--- src/hw/ref_demod_pkg.sv ---
// Constants, field layout and types of the reference clock demodulator
//-----------------------------------------------------------------
// Operation
// - Output pulse lasts one carrier period
// - Next carrier rise after event is base edge
// - Sync-edge field D5:D4 places pulse after base
// - Event spans two periods, short-long or long-short
// - Bit D2 gives expected polarity when auto off
// - Bit D7 enables automatic polarity detection
// - Auto detection latches polarity, else none
// - Field D1:D0 sets sensitivity, zero most sensitive
// - Persistence learns period, keeps pulsing afterwards
// - Bit D6 enables persistence
// - Persistent output needs five consecutive events
// - Band bit D0 selects carrier range
// - One band bit serves each reference pair
// - Four config registers at 0x302, 0x303, 0x306 and 0x307
// - Bit D3 enables the demodulator
// - Pulse resets divider and tags converter
// - Differential input uses one pair demodulator
//-----------------------------------------------------------------
package ref_demod_pkg;
   // Register offsets
   localparam logic [15:0] BAND_A_OFS = 16'h0301;
   localparam logic [15:0] CFG_A_OFS = 16'h0302;
   localparam logic [15:0] CFG_AA_OFS = 16'h0303;
   localparam logic [15:0] BAND_B_OFS = 16'h0305;
   localparam logic [15:0] CFG_B_OFS = 16'h0306;
   localparam logic [15:0] CFG_BB_OFS = 16'h0307;
   localparam logic [15:0] DIFF_OFS = 16'h0308;
   localparam logic [15:0] STAT_OFS = 16'h0309;
   // Field positions
   localparam int SENS_LSB = 0;
   localparam int POL_BIT = 2;
   localparam int EN_BIT = 3;
   localparam int EDGE_LSB = 4;
   localparam int PERSIST_BIT = 6;
   localparam int AUTO_BIT = 7;
   localparam int BAND_BIT = 0;
   // Reset values
   localparam logic [7:0] CFG_RST = 8'h00;
   localparam logic [7:0] BAND_RST = 8'h00;
   localparam logic [1:0] DIFF_RST = 2'h0;
   // Counts
   localparam logic [2:0] PERSIST_EVENTS = 3'h5;
   localparam logic [2:0] THR_BASE_SHIFT = 3'h5;
   // Duty class of one carrier period
   typedef enum logic [1:0] {
      CLS_NOM = 2'b00,
      CLS_SHORT = 2'b01,
      CLS_LONG = 2'b10
   } duty_t;
endpackage

--- src/hw/reference_clock_demodulator.sv ---
// Four-channel reference clock demodulator with register port
//
// Chosen here: the plain strobed port.
`timescale 1ns/1ps
module reference_clock_demodulator
   import ref_demod_pkg::*;
#(
   parameter int CNT_W = 10,
   parameter int PER_W = 16
) (
   input wire logic mclk,
   input wire logic reset_n,
   input wire logic [3:0] carrierIn,
   input wire logic [15:0] regAddr,
   input wire logic [7:0] regWdata,
   input wire logic regWr,
   input wire logic regRd,
   output logic [7:0] regRdata,
   output logic [3:0] syncPulse,
   output logic [3:0] refDividerReset,
   output logic [3:0] tdcTag,
   output logic [3:0] polarityOut
);

   //-----------------------------------------------------------------
   // Declarations
   //-----------------------------------------------------------------
   logic [7:0] cfg_reg [4];
   logic [7:0] band_reg [2];
   logic [1:0] diff_reg;
   logic [3:0] s1_reg, s2_reg, s3_reg, carLvl_reg, primed_reg, blank_reg;
   logic [CNT_W-1:0] hiCnt_reg [4];
   logic [CNT_W-1:0] perCnt_reg [4];
   logic [PER_W-1:0] evtCnt_reg [4];
   logic [PER_W-1:0] learned_reg [4];
   logic [2:0] streak_reg [4];
   logic [2:0] wait_reg [4];
   logic [3:0] rise, active, realEvt, virtEvt, evt, fire, locked;
   duty_t cls [4];

   // Sort one carrier period by duty cycle against a sensitivity margin
   function automatic duty_t classify(input logic [CNT_W-1:0] hi, input logic [CNT_W-1:0] per,
                                      input logic [1:0] sens, input logic band);
      logic [CNT_W+1:0] twiceHi;
      logic [CNT_W+1:0] thr;
      logic [CNT_W+1:0] perW;
      logic [2:0] sh;
      twiceHi = {1'b0, hi, 1'b0};
      perW = {2'b00, per};
      sh = THR_BASE_SHIFT - {1'b0, sens} - {2'b00, band};
      thr = perW >> sh;
      if (twiceHi + thr < perW) begin
         classify = CLS_SHORT;
      end else if (twiceHi > perW + thr) begin
         classify = CLS_LONG;
      end else begin
         classify = CLS_NOM;
      end
   endfunction

   //-----------------------------------------------------------------
   // Register port
   //-----------------------------------------------------------------
   // Configuration writes
   always_ff @(posedge mclk or negedge reset_n) begin
      if (!reset_n) begin
         for (int i = 0; i < 4; i++) begin
            cfg_reg[i] <= CFG_RST;
         end
         band_reg[0] <= BAND_RST;
         band_reg[1] <= BAND_RST;
         diff_reg <= DIFF_RST;
      end else if (regWr) begin
         unique case (regAddr)
            BAND_A_OFS: band_reg[0] <= regWdata;
            BAND_B_OFS: band_reg[1] <= regWdata;
            CFG_A_OFS: cfg_reg[0] <= regWdata;
            CFG_AA_OFS: cfg_reg[1] <= regWdata;
            CFG_B_OFS: cfg_reg[2] <= regWdata;
            CFG_BB_OFS: cfg_reg[3] <= regWdata;
            DIFF_OFS: diff_reg <= regWdata[1:0];
            default: ;
         endcase
      end
   end

   // Read data, valid the cycle after the strobe only
   always_ff @(posedge mclk or negedge reset_n) begin
      if (!reset_n) begin
         regRdata <= 8'h00;
      end else if (regRd) begin
         unique case (regAddr)
            BAND_A_OFS: regRdata <= band_reg[0];
            BAND_B_OFS: regRdata <= band_reg[1];
            CFG_A_OFS: regRdata <= cfg_reg[0];
            CFG_AA_OFS: regRdata <= cfg_reg[1];
            CFG_B_OFS: regRdata <= cfg_reg[2];
            CFG_BB_OFS: regRdata <= cfg_reg[3];
            DIFF_OFS: regRdata <= {6'h00, diff_reg};
            STAT_OFS: regRdata <= {polarityOut, locked};
            default: regRdata <= 8'h00;
         endcase
      end else begin
         regRdata <= 8'h00;
      end
   end

   //-----------------------------------------------------------------
   // Carrier capture
   //-----------------------------------------------------------------
   // Three-stage synchroniser, level accepted when stages two and three agree
   always_ff @(posedge mclk or negedge reset_n) begin
      if (!reset_n) begin
         s1_reg <= 4'h0;
         s2_reg <= 4'h0;
         s3_reg <= 4'h0;
         carLvl_reg <= 4'h0;
      end else begin
         s1_reg <= carrierIn;
         s2_reg <= s1_reg;
         s3_reg <= s2_reg;
         for (int i = 0; i < 4; i++) begin
            if (s2_reg[i] == s3_reg[i]) begin
               carLvl_reg[i] <= s3_reg[i];
            end
         end
      end
   end

   // Per-channel decode of the current carrier period
   always_comb begin
      for (int i = 0; i < 4; i++) begin
         rise[i] = s2_reg[i] & s3_reg[i] & ~carLvl_reg[i];
         active[i] = cfg_reg[i][EN_BIT] & ~((i % 2 == 1) & diff_reg[i/2]);
         cls[i] = classify(hiCnt_reg[i], perCnt_reg[i], cfg_reg[i][SENS_LSB+:2], band_reg[i/2][BAND_BIT]);
         realEvt[i] = 1'b0;
         if (rise[i] && active[i] && primed_reg[i] && !blank_reg[i]) begin
            if (cfg_reg[i][AUTO_BIT]) begin
               realEvt[i] = (cls[i] != CLS_NOM);
            end else begin
               realEvt[i] = (cls[i] == (cfg_reg[i][POL_BIT] ? CLS_LONG : CLS_SHORT));
            end
         end
         locked[i] = (streak_reg[i] >= PERSIST_EVENTS);
         virtEvt[i] = rise[i] & active[i] & ~realEvt[i] & locked[i] & cfg_reg[i][PERSIST_BIT]
                      & (evtCnt_reg[i] + 1'b1 == learned_reg[i]);
         evt[i] = realEvt[i] | virtEvt[i];
         fire[i] = rise[i] & (wait_reg[i] == 3'h1);
      end
   end

   // Pulse width and period measured in system clocks
   always_ff @(posedge mclk or negedge reset_n) begin
      if (!reset_n) begin
         for (int i = 0; i < 4; i++) begin
            hiCnt_reg[i] <= '0;
            perCnt_reg[i] <= '0;
         end
         primed_reg <= 4'h0;
      end else begin
         for (int i = 0; i < 4; i++) begin
            if (rise[i]) begin
               hiCnt_reg[i] <= '0;
               // Rise cycle counted so a full period reads its own length
               perCnt_reg[i] <= {{(CNT_W-1){1'b0}}, 1'b1};
               primed_reg[i] <= active[i];
            end else begin
               // Disabled channel ignores its first period again
               if (!active[i]) begin
                  primed_reg[i] <= 1'b0;
               end
               if (perCnt_reg[i] != '1) begin
                  perCnt_reg[i] <= perCnt_reg[i] + 1'b1;
               end
               if (carLvl_reg[i] && hiCnt_reg[i] != '1) begin
                  hiCnt_reg[i] <= hiCnt_reg[i] + 1'b1;
               end
            end
         end
      end
   end

   //-----------------------------------------------------------------
   // Event handling
   //-----------------------------------------------------------------
   // Blank the second period of every real event and latch polarity
   always_ff @(posedge mclk or negedge reset_n) begin
      if (!reset_n) begin
         blank_reg <= 4'h0;
         polarityOut <= 4'h0;
      end else begin
         for (int i = 0; i < 4; i++) begin
            if (rise[i]) begin
               blank_reg[i] <= realEvt[i];
            end
            if (!cfg_reg[i][AUTO_BIT] || !active[i]) begin
               polarityOut[i] <= 1'b0;
            end else if (realEvt[i]) begin
               polarityOut[i] <= (cls[i] == CLS_LONG);
            end
         end
      end
   end

   // Learn modulation period and count matching events
   always_ff @(posedge mclk or negedge reset_n) begin
      if (!reset_n) begin
         for (int i = 0; i < 4; i++) begin
            evtCnt_reg[i] <= '0;
            learned_reg[i] <= '0;
            streak_reg[i] <= 3'h0;
         end
      end else begin
         for (int i = 0; i < 4; i++) begin
            if (!active[i]) begin
               evtCnt_reg[i] <= '0;
               streak_reg[i] <= 3'h0;
            end else if (evt[i]) begin
               evtCnt_reg[i] <= '0;
               learned_reg[i] <= evtCnt_reg[i] + 1'b1;
               if (evtCnt_reg[i] + 1'b1 != learned_reg[i]) begin
                  streak_reg[i] <= 3'h1;
               end else if (!locked[i]) begin
                  streak_reg[i] <= streak_reg[i] + 1'b1;
               end
            end else if (rise[i]) begin
               if (evtCnt_reg[i] == '1) begin
                  streak_reg[i] <= 3'h0;
               end else begin
                  evtCnt_reg[i] <= evtCnt_reg[i] + 1'b1;
               end
            end
         end
      end
   end

   // Sync-edge countdown from base edge, one step per carrier rise
   always_ff @(posedge mclk or negedge reset_n) begin
      if (!reset_n) begin
         for (int i = 0; i < 4; i++) begin
            wait_reg[i] <= 3'h0;
         end
      end else begin
         for (int i = 0; i < 4; i++) begin
            if (!active[i]) begin
               wait_reg[i] <= 3'h0;
            end else if (evt[i]) begin
               wait_reg[i] <= {1'b0, cfg_reg[i][EDGE_LSB+:2]} + 3'h1;
            end else if (rise[i] && wait_reg[i] != 3'h0) begin
               wait_reg[i] <= wait_reg[i] - 3'h1;
            end
         end
      end
   end

   // Output pulse held from one carrier rise to the next
   always_ff @(posedge mclk or negedge reset_n) begin
      if (!reset_n) begin
         syncPulse <= 4'h0;
         refDividerReset <= 4'h0;
         tdcTag <= 4'h0;
      end else begin
         for (int i = 0; i < 4; i++) begin
            if (!active[i]) begin
               syncPulse[i] <= 1'b0;
               refDividerReset[i] <= 1'b0;
               tdcTag[i] <= 1'b0;
            end else if (rise[i]) begin
               syncPulse[i] <= fire[i];
               refDividerReset[i] <= fire[i];
               tdcTag[i] <= fire[i];
            end
         end
      end
   end
endmodule // reference_clock_demodulator

--- config.mk ---
export PLATFORM = sky130hd
export DESIGN_NAME = reference_clock_demodulator
export DESIGN_NICKNAME = d
export VERILOG_FILES = /design/src/hw/ref_demod_pkg.sv /design/src/hw/reference_clock_demodulator.sv
export SDC_FILE = /design/constraint.sdc
export NUM_CORES = 1
export LEC_CHECK = 0
export BUFFER_PORTS_ARGS = -buffer_cell sky130_fd_sc_hd__buf_4
export CAP_MARGIN = 20
export CORE_AREA = 4 4 233 178
export DETAILED_ROUTE_END_ITERATION = 10
export DIE_AREA = 0 0 237 182
export GPL_TIMING_DRIVEN = 0
export PLACE_DENSITY = 0.76
export SLEW_MARGIN = 25
export SYNTH_ARGS = -nofsm -noshare
export SYNTH_HDL_FRONTEND = slang
export SYNTH_SLANG_ARGS = --single-unit
--- constraint.sdc ---
create_clock -name mclk -period 7.25 [get_ports mclk]
set_input_delay 1.45 -clock mclk [delete_from_list [all_inputs] [get_ports mclk]]
set_output_delay 1.45 -clock mclk [all_outputs]
set_load 0.01 [all_outputs]
==> impl_metrics.env <==
export IMPL_grt_pass1_wl_mm=95.5
export IMPL_synth_edf_count=0
export IMPL_htreeDepth=2
export IMPL_hold_viol=0
export IMPL_antenna_found_initial=4
export IMPL_drtAntennaViolNets=0
export IMPL_cts_setup_buffers=0
export IMPL_cp_arrival_ns=7.14
export IMPL_p_int_mw=4.03
export IMPL_worstSetupStartpointType="register"
export IMPL_synth_nets=2847
export IMPL_p_seq_frac=0.370
export IMPL_grt_max_degree=94
export IMPL_synth_seq_cells=322
export IMPL_postCtsHoldBufs=0
export IMPL_fin_util=0.654
export IMPL_finalClockSkew_ns=0.0185
export IMPL_status="finished clean"
export IMPL_hold_path_class="reg2reg"
export IMPL_cts_tree="done"
export IMPL_port_buffers=52
export IMPL_criticalPathCategory="reg2reg"
export IMPL_grt_pass1_vias=18883
export IMPL_p_total_mw=6.29
export IMPL_via_count=19474
export IMPL_slew_violations=0
export IMPL_cts_buffers=36
export IMPL_p_clk_frac=0.296
export IMPL_cts_buffer_depth=3
export IMPL_dieArea_um2=43100
export IMPL_switching_share=0.359
export IMPL_max_cap_violations=0
export IMPL_synth_seq_area_share=0.346
export IMPL_via_per_inst=6.00
export IMPL_ir_drop_v=0.000248
export IMPL_grt_use_total=0.262
export IMPL_wl_mm=57.5
export IMPL_post_cts_resize_count=0
export IMPL_crit_path_max_incr_delay_ns=0.48
export IMPL_synth_distinct_cells=86
export IMPL_rsz0062_at_grt="false"
export IMPL_cp_slowest_cell="dfrtp_1"
export IMPL_final_nets=2940
export IMPL_drt_iter0_drc=1489
export IMPL_rows=63
export IMPL_grt_ovfl_total=0
export IMPL_leakagePower_nw=11.5
export IMPL_drc=0
export IMPL_cp_required_ns=7.69
export IMPL_critPathCaptureType="register"
export IMPL_cts_root_buf="clkbuf_16"
export IMPL_power_switching_mw=2.26
export IMPL_area_growth_pct=10.1
export IMPL_syn_area_um2=23300
export IMPL_finalSetupTns_ns=0
export IMPL_worst_slew_pin_transition_ns=1.03
export IMPL_max_freq_mhz=149
export IMPL_die_x_um=237
export IMPL_hpwl_mm=43.0
export IMPL_yosys_warnings=0
export IMPL_critPathMaxFanout=10
export IMPL_syn_inst=2603
export IMPL_place_gp_congestion=0.979
export IMPL_synth_top_flop_cell="dfrtp_1"
export IMPL_core_area_um2=39200
export IMPL_finalSetupViolations=0
export IMPL_fp_dieH_um=182
export IMPL_avgRoutedWirePerCell_um=17.7
export IMPL_drive_gt1_frac=0.0974
export IMPL_period_needed_ns=6.69
export IMPL_initial_core_util=0.594
export IMPL_clk_pin_slew_ns=0.06
export IMPL_dr_pass1_iters=5
export IMPL_avgSynthCellArea_um2=8.94
export IMPL_pin_count=56
export IMPL_finalNonFillerCells=3246
export IMPL_clock_latency_ns=0.54
export IMPL_relSlewSlack=0.313
export IMPL_power_frac_comb=0.334
export IMPL_period_share=0.923
export IMPL_dp_cells=3178
export IMPL_async_reset_ff_frac=1.00
export IMPL_power_density_nw_per_um2=246
export IMPL_cts_sinks=322
[cell usage in the layout (no fill, tap or decap), drive strengths merged, types with 11 or more instances in the layout]
master,instances
dfrtp,322
nor2,300
ha,204
nand2,197
xnor2,166
a21oi,164
inv,152
o21ai,139
clkbuf,115
buf,107
xor2,99
nand3,84
mux2,80
nand4,54
nor3,53
nand2b,42
mux2i,40
a21o,32
nor2b,30
and3,28
o21a,22
nor4,22
a211oi,21
a31oi,19
o22ai,15
a22oi,14
and2,14
o31a,12
and4,12
or3,11
o211ai,11
[logic make-up (layout without fill, tap and decap cells)]
logic type      after synthesis  count (layout)  share of synthesized area
simple gates                881             881                      0.183
other cells                   0               4                          0
flops                       322             322                      0.346
xor+xnor                    266             266                      0.101
mux                         126             126                     0.0617
compound gates              533             533                      0.143
fa+ha+maj                   213             213                      0.117
buf+inv                     262             381                     0.0474
[per-layer routing]
| metal | track usage | vias up | share of wire |
|---|---|---|---|
| met2 | 0.402 | 650 | 0.45 |
| met4 | 0.0775 | 0 | 0.026 |
| met3 | 0.0383 | 104 | 0.064 |
| met5 | 0 | - | 0 |
| li1 | - | 9358 | - |
| met1 | 0.388 | 9362 | 0.46 |
[power groups by stage]
stage | clock, mW | combinational (mW) | sequential (mW)
CTS | 1.90 | 2.09 | 2.32
floorplan | 0 | 1.53 | 2.25
detailed placement | 0 | 2.07 | 2.35
global route | 1.97 | 2.37 | 2.36
global placement | 0 | 1.97 | 2.33
finish | 1.86 | 2.10 | 2.33
[area by class of cell]
class	count	area [um^2]
fillers	3175	13600
clock buffers	54	1080
well taps	520	651
inverters	149	559
diodes	4	10.0
multi-input cells	2019	14100
repair buffers	55	480
plain buffers	113	548
clock inverters	10	123
flip-flops and latches	322	8060
[worst max-delay path: cells and delay by family, from the launching register on]
kind	cells	cell delay (ns)
compound gates	12	2.32
buf+inv	5	1.02
fa+ha+maj	4	0.99
mux	3	0.85
simple gates	6	0.77
flops	1	0.48
xor+xnor	1	0.17
[final timing paths]
kind,slack [ns],from,depth (start not counted),end
worst max-delay path,0.56,band_reg[8],31,evtCnt_reg[59]
worst min-delay path,0.35,s1_reg[1],0,s2_reg[1]
worst max register to register,0.56,band_reg[8],31,evtCnt_reg[59]
worst min register to register,0.35,s1_reg[1],0,s2_reg[1]
max in group asynchronous,5.10,reset_n,3,perCnt_reg[8]
min in group asynchronous,0.87,reset_n,1,learned_reg[26]
[Yosys cell counts, types with 7 or more instances]
library cell / n / area, um^2
nand2_1: 197 / 739
a22oi_1: 14 / 105
nand2b_1: 42 / 263
o31a_1: 12 / 105
o211ai_1: 10 / 75.1
xor2_1: 99 / 867
or3_1: 11 / 68.8
ha_1: 204 / 2550
nor3_1: 53 / 265
nand3_1: 81 / 405
buf_1: 8 / 30.0
a31oi_1: 19 / 119
inv_1: 149 / 559
buf_2: 26 / 130
and2_1: 14 / 87.6
nor2b_1: 30 / 188
buf_4: 13 / 97.6
a21o_1: 32 / 240
dfrtp_1: 322 / 8060
o31ai_1: 8 / 60.1
a211oi_1: 20 / 150
o21a_1: 22 / 165
clkbuf_1: 60 / 225
nor3b_1: 7 / 52.6
o22ai_1: 15 / 93.8
fa_1: 8 / 160
and3_1: 28 / 175
a21oi_1: 164 / 821
and4_1: 11 / 96.3
nand4_1: 53 / 332
nand4b_1: 8 / 70.1
mux2i_1: 40 / 400
a221oi_1: 7 / 61.3
o21ai_0: 137 / 686
mux2_2: 80 / 901
o21bai_1: 7 / 52.6
xnor2_1: 165 / 1450
nor2_1: 300 / 1130
nor4_1: 19 / 119
[per-stage QoR]
stage / area [um^2] / setup slack (ns) / hold WS [ns]
detailed placement: 24400 / 0.506 / 0.337
global placement: 24300 / 0.604 / 0.332
finish: 25600 / 0.556 / 0.349
floorplan: 23300 / 1.59 / 0.331
global route: 25600 / 0.00598 / 0.356
CTS: 25600 / 0.455 / 0.349
Power figures use the tool's default switching activity.
